$ cat config.mk
export PLATFORM = sky130hd
export DESIGN_NAME = fbh_flash_host
export DESIGN_NICKNAME = d
export VERILOG_FILES = /design/src/hdl/fbh_flash_host.v
export VERILOG_INCLUDE_DIRS = /design/src /design/src/hdl
export SDC_FILE = /design/constraint.sdc
export NUM_CORES = 1
export LEC_CHECK = 0
export BUFFER_PORTS_ARGS = -buffer_cell sky130_fd_sc_hd__buf_2
export CORE_UTILIZATION = 40
export DETAILED_ROUTE_END_ITERATION = 10
export SYNTH_ARGS = -nofsm -noshare
export SYNTH_HDL_FRONTEND = slang
export SYNTH_SLANG_ARGS = --single-unit
$ cat constraint.sdc
create_clock -name sys_clk -period 4.3 [get_ports sys_clk]
set_clock_uncertainty 0.1 [all_clocks]
set_input_delay 0.215 -clock sys_clk [delete_from_list [all_inputs] [get_ports sys_clk]]
set_output_delay 0.215 -clock sys_clk [all_outputs]
set_load 0.03 [all_outputs]
$ cat src/hdl/fbh_defs.vh
// Constants for the parallel flash host controller
`ifndef FBH_DEFS_VH
`define FBH_DEFS_VH

// Register byte offsets on the Wishbone slave
`define FBH_REG_CTRL 4'h0
`define FBH_REG_ADDR 4'h4
`define FBH_REG_WDATA 4'h8
`define FBH_REG_STAT 4'hc

// Control register fields
`define FBH_CTRL_GO 0
`define FBH_CTRL_WRITE 1
`define FBH_CTRL_WORD 2
`define FBH_CTRL_BOOTLOCK 3
`define FBH_CTRL_RESET 4
`define FBH_CTRL_FAST 5

// Status register fields
`define FBH_STAT_BUSY 0
`define FBH_STAT_RDATA_LSB 16

// Timing, figures in ns, cycles at 8 ns rounded up
`define FBH_CLK_NS 8
`define FBH_T_CE_NS 70
`define FBH_T_WP_NS 35
`define FBH_T_HOLD_NS 20
`define FBH_T_RP_NS 500
`define FBH_T_RH_NS 200
`define FBH_CYC(ns) (((ns) + `FBH_CLK_NS - 1) / `FBH_CLK_NS)

// Widths
`define FBH_ADDR_W 21
`define FBH_CNT_W 8

`endif

$ cat src/hdl/fbh_flash_host.v
// Host controller that drives a parallel boot-sector flash over its pins
//
// Summary of operation
// Word mode drives all sixteen data lines
// Byte mode: top line carries low address
// Address 20 bits word, 21 bits byte
// Read: select low, gate low, strobe high
// Device reads array after reset
// Array reads stay until command written
// Command latches have no address
// Write: strobe, select low, gate high
// Program data width follows width select
// Fast-program mode needs two write cycles
// Erase by sector, sectors or chip
// Identification codes on low eight lines
// Status bits on low eight lines
// Deselected device floats its outputs
// First read waits full select access
// Deselect does not stop embedded operation
// Boot-lock low protects outer sectors
// Boot-lock high keeps last protection
// Gate high floats device outputs
// Reset low aborts and floats outputs
// Device drives only during valid read
`timescale 1ns/1ps
`include "fbh_defs.vh"

module fbh_flash_host (
    input wire sys_clk, // System clock, 125 MHz
    input wire rst_n, // Asynchronous reset, active low
    input wire wb_cyc_i, // Wishbone cycle
    input wire wb_stb_i, // Wishbone strobe
    input wire wb_we_i, // Wishbone write enable
    input wire [3:0] wb_adr_i, // Wishbone byte address
    input wire [3:0] wb_sel_i, // Wishbone byte selects
    input wire [31:0] wb_dat_i, // Wishbone write data
    output reg [31:0] wb_dat_o, // Wishbone read data
    output reg wb_ack_o, // Wishbone acknowledge
    output reg [19:0] flashAddr, // Flash address lines
    output reg [14:0] flashDqOut, // Data lines 0..14 out
    output reg [14:0] flashDqOe, // Data lines 0..14 enable
    input wire [14:0] flashDqIn, // Data lines 0..14 in
    output reg topDataOrLowAddrOut, // Top data line or low address out
    output reg topDataOrLowAddrOe, // Top data line enable
    input wire topDataOrLowAddrIn, // Top data line in
    output reg chipSel_n, // Chip select, active low
    output reg outGate_n, // Output gate, active low
    output reg writeStrobe_n, // Write strobe, active low
    output reg flashReset_n, // Device reset, active low
    output reg wordSel, // Width select, high for words
    output reg bootUnlock // Boot-lock level, low protects
);

    // ------------------------------------------------------------
    // Timing counts
    // ------------------------------------------------------------
    // Whole cycle counts, worked out at full integer width
    localparam integer CE_CYC_FULL = `FBH_CYC(`FBH_T_CE_NS);
    localparam integer WP_CYC_FULL = `FBH_CYC(`FBH_T_WP_NS);
    localparam integer HOLD_CYC_FULL = `FBH_CYC(`FBH_T_HOLD_NS);
    localparam integer RP_CYC_FULL = `FBH_CYC(`FBH_T_RP_NS);
    localparam integer RH_CYC_FULL = `FBH_CYC(`FBH_T_RH_NS);

    // Cut to the counter width; every count stays below 256
    localparam [7:0] CE_CYC = CE_CYC_FULL[7:0];
    localparam [7:0] WP_CYC = WP_CYC_FULL[7:0];
    localparam [7:0] HOLD_CYC = HOLD_CYC_FULL[7:0];
    localparam [7:0] RP_CYC = RP_CYC_FULL[7:0];
    localparam [7:0] RH_CYC = RH_CYC_FULL[7:0];

    // Controller states
    localparam [2:0] ST_IDLE = 3'h0;
    localparam [2:0] ST_READ = 3'h1;
    localparam [2:0] ST_WRITE = 3'h2;
    localparam [2:0] ST_HOLD = 3'h3;
    localparam [2:0] ST_RST = 3'h4;
    localparam [2:0] ST_RREC = 3'h5;

    // ------------------------------------------------------------
    // Registers
    // ------------------------------------------------------------
    reg [2:0] state;
    reg [7:0] count;
    reg [`FBH_ADDR_W-1:0] addrReg;
    reg [15:0] wdataReg;
    reg [15:0] rdataReg;
    reg ctrlWrite;
    reg ctrlWord;
    reg ctrlBootUnlock;
    reg ctrlFast;
    reg goReq;
    reg rstReq;

    wire wbReq = wb_cyc_i & wb_stb_i & ~wb_ack_o;
    wire wbWr = wbReq & wb_we_i;
    wire busy = (state != ST_IDLE) | goReq | rstReq;

    // Data line enables for the current width
    function [14:0] dqEnable;
        input word;
        begin
            dqEnable = word ? 15'h7fff : 15'h00ff;
        end
    endfunction

    // Readback words assembled at their field positions
    reg [31:0] ctrlImage;
    reg [31:0] statImage;
    always @* begin
        ctrlImage = 32'h0;
        ctrlImage[`FBH_CTRL_WRITE] = ctrlWrite;
        ctrlImage[`FBH_CTRL_WORD] = ctrlWord;
        ctrlImage[`FBH_CTRL_BOOTLOCK] = ctrlBootUnlock;
        ctrlImage[`FBH_CTRL_FAST] = ctrlFast;
        statImage = 32'h0;
        statImage[`FBH_STAT_BUSY] = busy;
        statImage[`FBH_STAT_RDATA_LSB +: 16] = rdataReg;
    end

    // ------------------------------------------------------------
    // Wishbone slave, one wait cycle, unmapped reads zero
    // ------------------------------------------------------------
    always @(posedge sys_clk or negedge rst_n) begin
        if (!rst_n) begin
            wb_ack_o <= 1'b0;
            wb_dat_o <= 32'h0;
            addrReg <= 21'h0;
            wdataReg <= 16'h0;
            ctrlWrite <= 1'b0;
            ctrlWord <= 1'b1;
            ctrlBootUnlock <= 1'b1;
            ctrlFast <= 1'b0;
            goReq <= 1'b0;
            rstReq <= 1'b0;
        end else begin
            wb_ack_o <= wbReq;
            if (state == ST_IDLE && goReq) begin
                goReq <= 1'b0;
            end
            if (state == ST_IDLE && rstReq) begin
                rstReq <= 1'b0;
            end
            if (wbReq && !wb_we_i) begin
                case (wb_adr_i)
                    `FBH_REG_CTRL: wb_dat_o <= ctrlImage;
                    `FBH_REG_ADDR: wb_dat_o <= {11'h0, addrReg};
                    `FBH_REG_WDATA: wb_dat_o <= {16'h0, wdataReg};
                    `FBH_REG_STAT: wb_dat_o <= statImage;
                    default: wb_dat_o <= 32'h0;
                endcase
            end
            // Settings are frozen while a cycle runs
            if (wbWr && !busy) begin
                case (wb_adr_i)
                    `FBH_REG_CTRL: begin
                        if (wb_sel_i[0]) begin
                            ctrlWrite <= wb_dat_i[`FBH_CTRL_WRITE];
                            ctrlWord <= wb_dat_i[`FBH_CTRL_WORD];
                            ctrlBootUnlock <= wb_dat_i[`FBH_CTRL_BOOTLOCK];
                            ctrlFast <= wb_dat_i[`FBH_CTRL_FAST];
                            goReq <= wb_dat_i[`FBH_CTRL_GO];
                            rstReq <= wb_dat_i[`FBH_CTRL_RESET];
                        end
                    end
                    `FBH_REG_ADDR: begin
                        if (wb_sel_i[0]) addrReg[7:0] <= wb_dat_i[7:0];
                        if (wb_sel_i[1]) addrReg[15:8] <= wb_dat_i[15:8];
                        if (wb_sel_i[2]) addrReg[20:16] <= wb_dat_i[20:16];
                    end
                    `FBH_REG_WDATA: begin
                        if (wb_sel_i[0]) wdataReg[7:0] <= wb_dat_i[7:0];
                        if (wb_sel_i[1]) wdataReg[15:8] <= wb_dat_i[15:8];
                    end
                    default: ;
                endcase
            end
        end
    end

    // ------------------------------------------------------------
    // Pin sequencer
    // ------------------------------------------------------------
    always @(posedge sys_clk or negedge rst_n) begin
        if (!rst_n) begin
            state <= ST_IDLE;
            count <= 8'h0;
            rdataReg <= 16'h0;
            flashAddr <= 20'h0;
            flashDqOut <= 15'h0;
            flashDqOe <= 15'h0;
            topDataOrLowAddrOut <= 1'b0;
            topDataOrLowAddrOe <= 1'b0;
            chipSel_n <= 1'b1;
            outGate_n <= 1'b1;
            writeStrobe_n <= 1'b1;
            flashReset_n <= 1'b1;
            wordSel <= 1'b1;
            bootUnlock <= 1'b1;
        end else begin
            wordSel <= ctrlWord;
            bootUnlock <= ctrlBootUnlock;
            case (state)
                // Deselected, start the next request
                ST_IDLE: begin
                    chipSel_n <= 1'b1;
                    outGate_n <= 1'b1;
                    writeStrobe_n <= 1'b1;
                    flashDqOe <= 15'h0;
                    topDataOrLowAddrOe <= 1'b0;
                    if (rstReq) begin
                        flashReset_n <= 1'b0;
                        count <= RP_CYC;
                        state <= ST_RST;
                    end else if (goReq) begin
                        // word uses 20 bits, byte adds low half-word bit
                        if (ctrlWord) begin
                            flashAddr <= addrReg[19:0];
                        end else begin
                            flashAddr <= addrReg[20:1];
                            topDataOrLowAddrOut <= addrReg[0];
                            topDataOrLowAddrOe <= 1'b1;
                        end
                        chipSel_n <= 1'b0;
                        if (ctrlWrite) begin
                            // one command cycle per request
                            outGate_n <= 1'b1;
                            writeStrobe_n <= 1'b0;
                            flashDqOut <= ctrlWord ? wdataReg[14:0] : {7'h0, wdataReg[7:0]};
                            flashDqOe <= dqEnable(ctrlWord);
                            if (ctrlWord) begin
                                topDataOrLowAddrOut <= wdataReg[15];
                                topDataOrLowAddrOe <= 1'b1;
                            end
                            count <= WP_CYC;
                            state <= ST_WRITE;
                        end else begin

                            outGate_n <= 1'b0;
                            writeStrobe_n <= 1'b1;
                            count <= CE_CYC;
                            state <= ST_READ;
                        end
                    end
                end
                // Hold select and gate for the access time
                ST_READ: begin
                    if (count > 8'h1) begin
                        count <= count - 8'h1;
                    end else begin
                        // sample only after full access time
                        rdataReg <= ctrlWord ? {topDataOrLowAddrIn, flashDqIn} : {8'h0, flashDqIn[7:0]};
                        outGate_n <= 1'b1;
                        chipSel_n <= 1'b1;
                        count <= HOLD_CYC;
                        state <= ST_HOLD;
                    end
                end
                // Hold the strobe low for its width
                ST_WRITE: begin
                    if (count > 8'h1) begin
                        count <= count - 8'h1;
                    end else begin
                        writeStrobe_n <= 1'b1; // Data latched on rising strobe
                        count <= HOLD_CYC;
                        state <= ST_HOLD;
                    end
                end
                // Keep data on the lines past the strobe
                ST_HOLD: begin
                    chipSel_n <= 1'b1;
                    if (count > 8'h1) begin
                        count <= count - 8'h1;
                    end else begin
                        flashDqOe <= 15'h0;
                        topDataOrLowAddrOe <= 1'b0;
                        state <= ST_IDLE;
                    end
                end
                // Device reset pulse
                ST_RST: begin
                    if (count > 8'h1) begin
                        count <= count - 8'h1;
                    end else begin
                        flashReset_n <= 1'b1;
                        count <= RH_CYC;
                        state <= ST_RREC;
                    end
                end
                // Recovery before the next select
                ST_RREC: begin
                    if (count > 8'h1) begin
                        count <= count - 8'h1;
                    end else begin
                        state <= ST_IDLE;
                    end
                end
                default: state <= ST_IDLE;
            endcase
        end
    end

endmodule

==> impl_metrics.toml, run 1 <==
[yosys]
ys_types = 59
synth_edf_count = 0
syn_area_mm2 = 0.006536
syn_inst = 581
ys_ff_latch = 148
avgSynthCellArea_um2 = 11.25
yosysWarnings = 0
async_reset_ff_frac = 1.000
yosys_most_used_dff = "dfrtp_1"
synth_fp_nets = 644
seq_area_frac_synth = 0.5681

[clock_tree]
cts.reportedPaths.clkPinSlew_ns = 0.06
post_cts_resized = 0
numCtsBuffers = 17
clkLatencyLatePin_ns = 0.42
cts.sink_count = 148
clock_path_buffers = 2
cts_tree = "done"
root_buffer = "clkbuf_16"
h-tree-depth = 4

[setup_path]
reg2reg_depth = 4
cp_max_fo = 25
arrival_ns = 3.07
cp_num_cells = 4
cp_cell_sequence = "nor2_1 > and3_1 > nand2_1 > mux2_2"
cp-startpoint = "state[2]"
critPathSlowestCell = "nor2_1"
crit_path_end = "flashDqOut[6]"
critical_path_required_ns = 4.50
cp-end-kind = "flop"
start_kind = "flop"
r2r_setup_slack_ns = 1.43
crit_family = "simple AND/OR/NAND/NOR gates"
cp_num_buf_inv = 0
cpPeakStageDelay_ns = 0.63
timing.rr.end = "flashDqOut[6]"
crit_type = "flop to flop"
worstReg2RegStart = "state[2]"

[timing]
slew_viol_final = 0
fin_setup_tns_ns = 0
fin_crit_sh = 0.6673
finalSetupViolCount = 0
rsz0062_at_grt = "false"
fmax_mhz = 348.5
fin_crit_ns = 2.869
tightest_slew_ns = 1.068
slew_headroom = 0.2878
hold_viol = 0

[route]
drc_errors = 0
drtIter0Drc = 316
first_pass_iters = 5
avgRoutedWirePerCell_um = 17.12
viasPerCell = 5.314
vias = 5128
wirelength_mm = 16.52
ant_nets = 0

[grt]
grt_pass1_wl_mm = 26.85
met3_usage = 0.04756
grt_use_met1 = 0.2698
antenna_found_initial = 0
grt_max_degree = 92
track_usage = 0.2100
grt_overflow = 0
grt.busiest_layer = "met2"
grt_pass1_vias = 5160
grt_use_met2 = 0.3426

[finish]
finalNetCount = 800
drive_gt1_frac = 0.3351
fillers = 1420
diodes = 0
instances_no_fill = 965
syn_to_final_growth_pct = 27.58
fin_util = 0.5231

[placed_design]
port_buffers = 139
post-place-cells = 894
place_congestion = 0.8238
dpl.hpwl_mm = 11.26

[power_and_ir_drop]
max-vdd-ir-drop_mv = 0.2493
total_power_mw = 3.705
power.leakage_nw = 4.014
powerDensity_mw_per_mm2 = 444.3

[floorplan]
die_area_mm2 = 0.01686
initial_utilization = 0.4100
dieHeight_um = 129.8
die_w_um = 129.8
core_mm2 = 0.01594
io_pins = 152
rows = 46

[hold_path]
hold_path_class = "input port to flop"

[run_status]
status = "finished clean"

[job]
cap_violations = 0
-- cells by family after synthesis --
family,after synthesis,share of synthesized area
AOI/OAI and AO/OA,141,0.1417
xor gates and xnor gates,4,0.005361
adders and majority gates,3,0.005359
buffers and inverters,58,0.04307
DFF,148,0.5681
muxes,77,0.1288
and+or+nand+nor,150,0.1076
-- sequential cells by signal, indices dropped and copies added (netlist names), 2 cells and up, named ones only --
register    count
wdataReg       16
flashDqOut     15
count           8
wb_dat_o       32
rdataReg       16
flashAddr      20
flashDqOe       2
addrReg        21
state           3
-- power breakdown --
| part | switching (mW) | internal (mW) | total (mW) | leakage (nW) |
|---|---|---|---|---|
| sequential | 0.116 | 1.53 | 1.64 | 1.98 |
| clock | 0.561 | 0.994 | 1.55 | 0.299 |
| combinational | 0.278 | 0.231 | 0.509 | 1.74 |
| total | 0.955 | 2.75 | 3.71 | 4.01 |
-- worst min-delay path by stage --
stage / from / endpoint / slack (ns) / cells after the start
2_1_floorplan: rst_n / asynchronous set/reset pin / -0.18 / 0
3_3_place_gp: rst_n / wb_dat_o[21] / 0.24 / 1
3_5_place_dp: rst_n / wb_dat_o[28] / 0.26 / 1
4_1_cts: wb_adr_i[0] / wb_dat_o[8] / 0.24 / 4
5_1_grt: wb_adr_i[0] / wb_dat_o[8] / 0.28 / 4
6_report: wb_adr_i[1] / wb_dat_o[8] / 0.25 / 4
-- tightest hold or removal path: cells and delay by family --
kind | cells | cell delay, ns
buf+inv | 1 | 0.12
simple gates | 1 | 0.11
compound gates | 2 | 0.28
-- metrics by stage --
stage,cell area (um2),worst slack [ns],hold slack [ns]
detailed placement,7323,1.422,0.2596
floorplan,6536,1.942,-0.1806
CTS,8339,1.416,0.2370
finish,8339,1.431,0.2549
global route,8339,1.191,0.2843
global placement,7323,1.500,0.2359
-- synth_stat cells, types with 3 or more instances --
| cell type | number | share of area |
|---|---|---|
| dfrtp_1 | 140 | 0.54 |
| nand2_1 | 92 | 0.053 |
| o21ai_0 | 70 | 0.054 |
| mux2_2 | 57 | 0.098 |
| clkbuf_1 | 33 | 0.019 |
| mux2i_1 | 20 | 0.031 |
| a22oi_1 | 18 | 0.021 |
| a22o_1 | 14 | 0.019 |
| buf_4 | 13 | 0.015 |
| nor2_1 | 13 | 0.0075 |
| a21oi_1 | 9 | 0.0069 |
| dfstp_2 | 8 | 0.032 |
| inv_1 | 8 | 0.0046 |
| nand3_1 | 7 | 0.0054 |
| a222oi_1 | 4 | 0.0061 |
| and3_1 | 4 | 0.0038 |
| nor2b_1 | 4 | 0.0038 |
| or3_1 | 4 | 0.0038 |
| a32oi_1 | 3 | 0.0040 |
| and2_1 | 3 | 0.0029 |
| nand2b_1 | 3 | 0.0029 |
| nor4_1 | 3 | 0.0029 |
| xor2_1 | 3 | 0.0040 |
-- what timing repair did --
item / CTS / global route
hold buffers: 40 / 0
buffers inserted: 0 / 0
hold endpoints to repair: 144 / 0
-- cell type report --
class | instances | area, um2 | share of cell area
repair buffers | 187 | 1162 | 0.1394
flip-flops and latches | 148 | 3714 | 0.4453
well taps | 216 | 270.3 | 0.03241
inverters | 8 | 30.03 | 0.003601
multi-input cells | 375 | 2547 | 0.3055
clock buffers | 21 | 460.4 | 0.05521
clock inverters | 10 | 155.1 | 0.01860
-- routing by layer --
metal | wire length (um) | share of wire
met5 | 0 | 0
met4 | 333 | 0.020
met3 | 855 | 0.052
met2 | 8195 | 0.50
met1 | 7137 | 0.43
-- cells in the final DEF (no fill, tap or decap), drive strengths merged, types with 8 or more instances in the layout --
cell	instances
a21oi	9
o21ai	70
nand3	8
mux2	57
inv	8
mux2i	20
dfrtp	140
a22oi	18
dlygate4sd3	40
nor2	14
nand2	92
clkbuf	21
buf	147
dfstp	8
a22o	14
(Power assumes the default switching activity.)
==> run 2, diff against run 1 <==
Clock period 4.3 ns to 2.4 ns, I/O delays scaled along.
==> run 2 against run 1 <==
Compared with the run above:
- count of clock-buffer cells in the layout unchanged
- wire length is 5.2% higher
- worst setup slack worse by 1.3 ns
- critical endpoint is now count[6]
- final area increased by 3.6%
- first-iteration DRC count grew 7.0%
- via count rose by 2.2%
- die area unchanged
==> impl_metrics.toml, run 2 (synthesis results as in run 1) <==
[finish]
instances_no_fill = 998
largest_reg_flops = 32
syn_to_final_growth_pct = 32.24
finalNetCount = 831
largest-register = "wb_dat_o"
top_regs = "wb_dat_o: 32 flops, addrReg: 21 flops, flashAddr: 20 flops"
drive_gt1_frac = 0.3675
layout_commonest_cell = "dfrtp_1"
final_cell_mix = "140 x dfrtp_1, 138 x buf_2, 92 x nand2_1, 70 x o21ai_0, 57 x mux2_2"

[setup_path]
start_kind = "flop"
arrival_ns = 2.47
cp_num_buf_inv = 0
cp_max_fo = 5
cp_num_cells = 5
cp-end-kind = "flop"
crit_family = "simple AND/OR/NAND/NOR gates"
reg2reg_depth = 5
critPathSlowestCell = "or4_4"
cp_cell_sequence = "or4_4 > or4_4 > o211ai_4 > nor2_2 > a31o_1"
crit_top_cell = "or4_4"
cpPeakStageDelay_ns = 0.59
crit_type = "flop to flop"
critical_path_required_ns = 2.60

[timing]
hold_slack_ns = 0.1347
slew_viol_final = 0
finalSetupViolCount = 0
fin_crit_sh = 0.9457
slew_headroom = 0.4598
rsz0062_at_grt = "false"
setup_ws_ns = 0.1304
fin_crit_ns = 2.270
fmax_mhz = 440.6
tightest_slew_ns = 0.8103
hold_viol = 0
fin_setup_tns_ns = 0

[power_and_ir_drop]
switching_share = 0.2592
power.leakage_nw = 4.179
pwr-share-comb = 0.162
max-vdd-ir-drop_mv = 0.5076
powerDensity_mw_per_mm2 = 796.7
clkPwrFrac = 0.419
total_power_mw = 6.886
intPower_mw = 5.101
power.switching_mw = 1.785
sequentialPowerShare = 0.419

[floorplan]
core_mm2 = 0.01594
dieHeight_um = 129.8
die_area_mm2 = 0.01686
io_pins = 152
rows = 46
initial_utilization = 0.4100
die_w_um = 129.8

[placed_design]
post-place-ws_ns = 0.05691
port_buffers = 139
dpl.hpwl_mm = 11.98
place_congestion = 0.8282
post-place-cells = 925

[clock_tree]
postCtsSetupRepairBufs = 0
clock_path_buffers = 2
clkLatencyLatePin_ns = 0.42
numCtsBuffers = 17
h-tree-depth = 4
cts.sink_count = 148
cts_tree = "done"
root_buffer = "clkbuf_16"
cts.reportedPaths.clkPinSlew_ns = 0.06

[grt]
track_usage = 0.2234
antenna_found_initial = 0
grt_overflow = 0
grt_pass1_vias = 5390
grt_pass1_wl_mm = 28.27
grt_max_degree = 69

[route]
wl_met3_um = 736
routed-wl-met2_mm = 8.744
wl_met1_mm = 7.647
avgRoutedWirePerCell_um = 17.42
ant_nets = 0
drtIter0Drc = 338
wirelength_mm = 17.39
first_pass_iters = 5
viasPerCell = 5.253
routed.top_layer = "met4"
drc_errors = 0
vias = 5242

[hold_path]
hold_path_depth = 4
hold_path_class = "input port to flop"

[run_status]
status = "finished clean"

[job]
cap_violations = 0
-- run 2: tightest hold or removal path: stages --
cell and delay, ns:
buf_2 0.10, nand4_1 0.06, buf_4 0.17, mux2_2 0.16
-- run 2: per-stage QoR --
| step | area (um2) | util |
|---|---|---|
| after floorplan | 6536 | - |
| after global placement | 7581 | 0.4755 |
| after detailed placement | 7581 | 0.4755 |
| after global routing | 8641 | 0.5420 |
| final | 8643 | 0.5421 |
| after CTS | 8635 | 0.5416 |
-- run 2: area by class of cell --
cell class	count	area (um2)
antenna	1	2.502
clock buffer	21	480.5
clock inverter	11	172.7
fill	1450	7300
inverter	8	30.03
multi-input combinational	375	2554
sequential	148	3714
tap	216	270.3
timing repair buffer	218	1420
-- run 2: timing repair --
item	CTS	global route
endpoints found under the setup margin	0	9
hold endpoints to repair	120	0
hold buffers	40	0
gates resized for setup	0	2
-- run 2: worst paths after layout --
kind / startpoint / slack, ns / end
min in group asynchronous: rst_n / 0.16 / rdataReg[5]
max in group asynchronous: rst_n / 1.30 / ctrlWord
hold / removal: wb_sel_i[1] / 0.13 / addrReg[15]
setup / recovery: count[4] / 0.13 / count[6]
hold reg to reg: ctrlBootUnlock / 0.30 / bootUnlock
setup reg to reg: count[4] / 0.13 / count[6]
-- run 2: power by group through the flow --
stage | clock, mW | combinational [mW] | sequential (mW)
global placement | 0 | 1.05 | 2.91
finish | 2.89 | 1.11 | 2.89
CTS | 2.95 | 1.12 | 2.88
detailed placement | 0 | 1.06 | 2.92
global route | 3.05 | 1.25 | 2.92
floorplan | 0 | 0.637 | 2.92
-- run 2: per-layer routing --
layer / GRT usage / vias to the layer above
met4: 0.07387 / 0
li1: - / 2438
met2: 0.3791 / 158
met1: 0.2828 / 2622
met3: 0.05043 / 24
met5: 0 / -
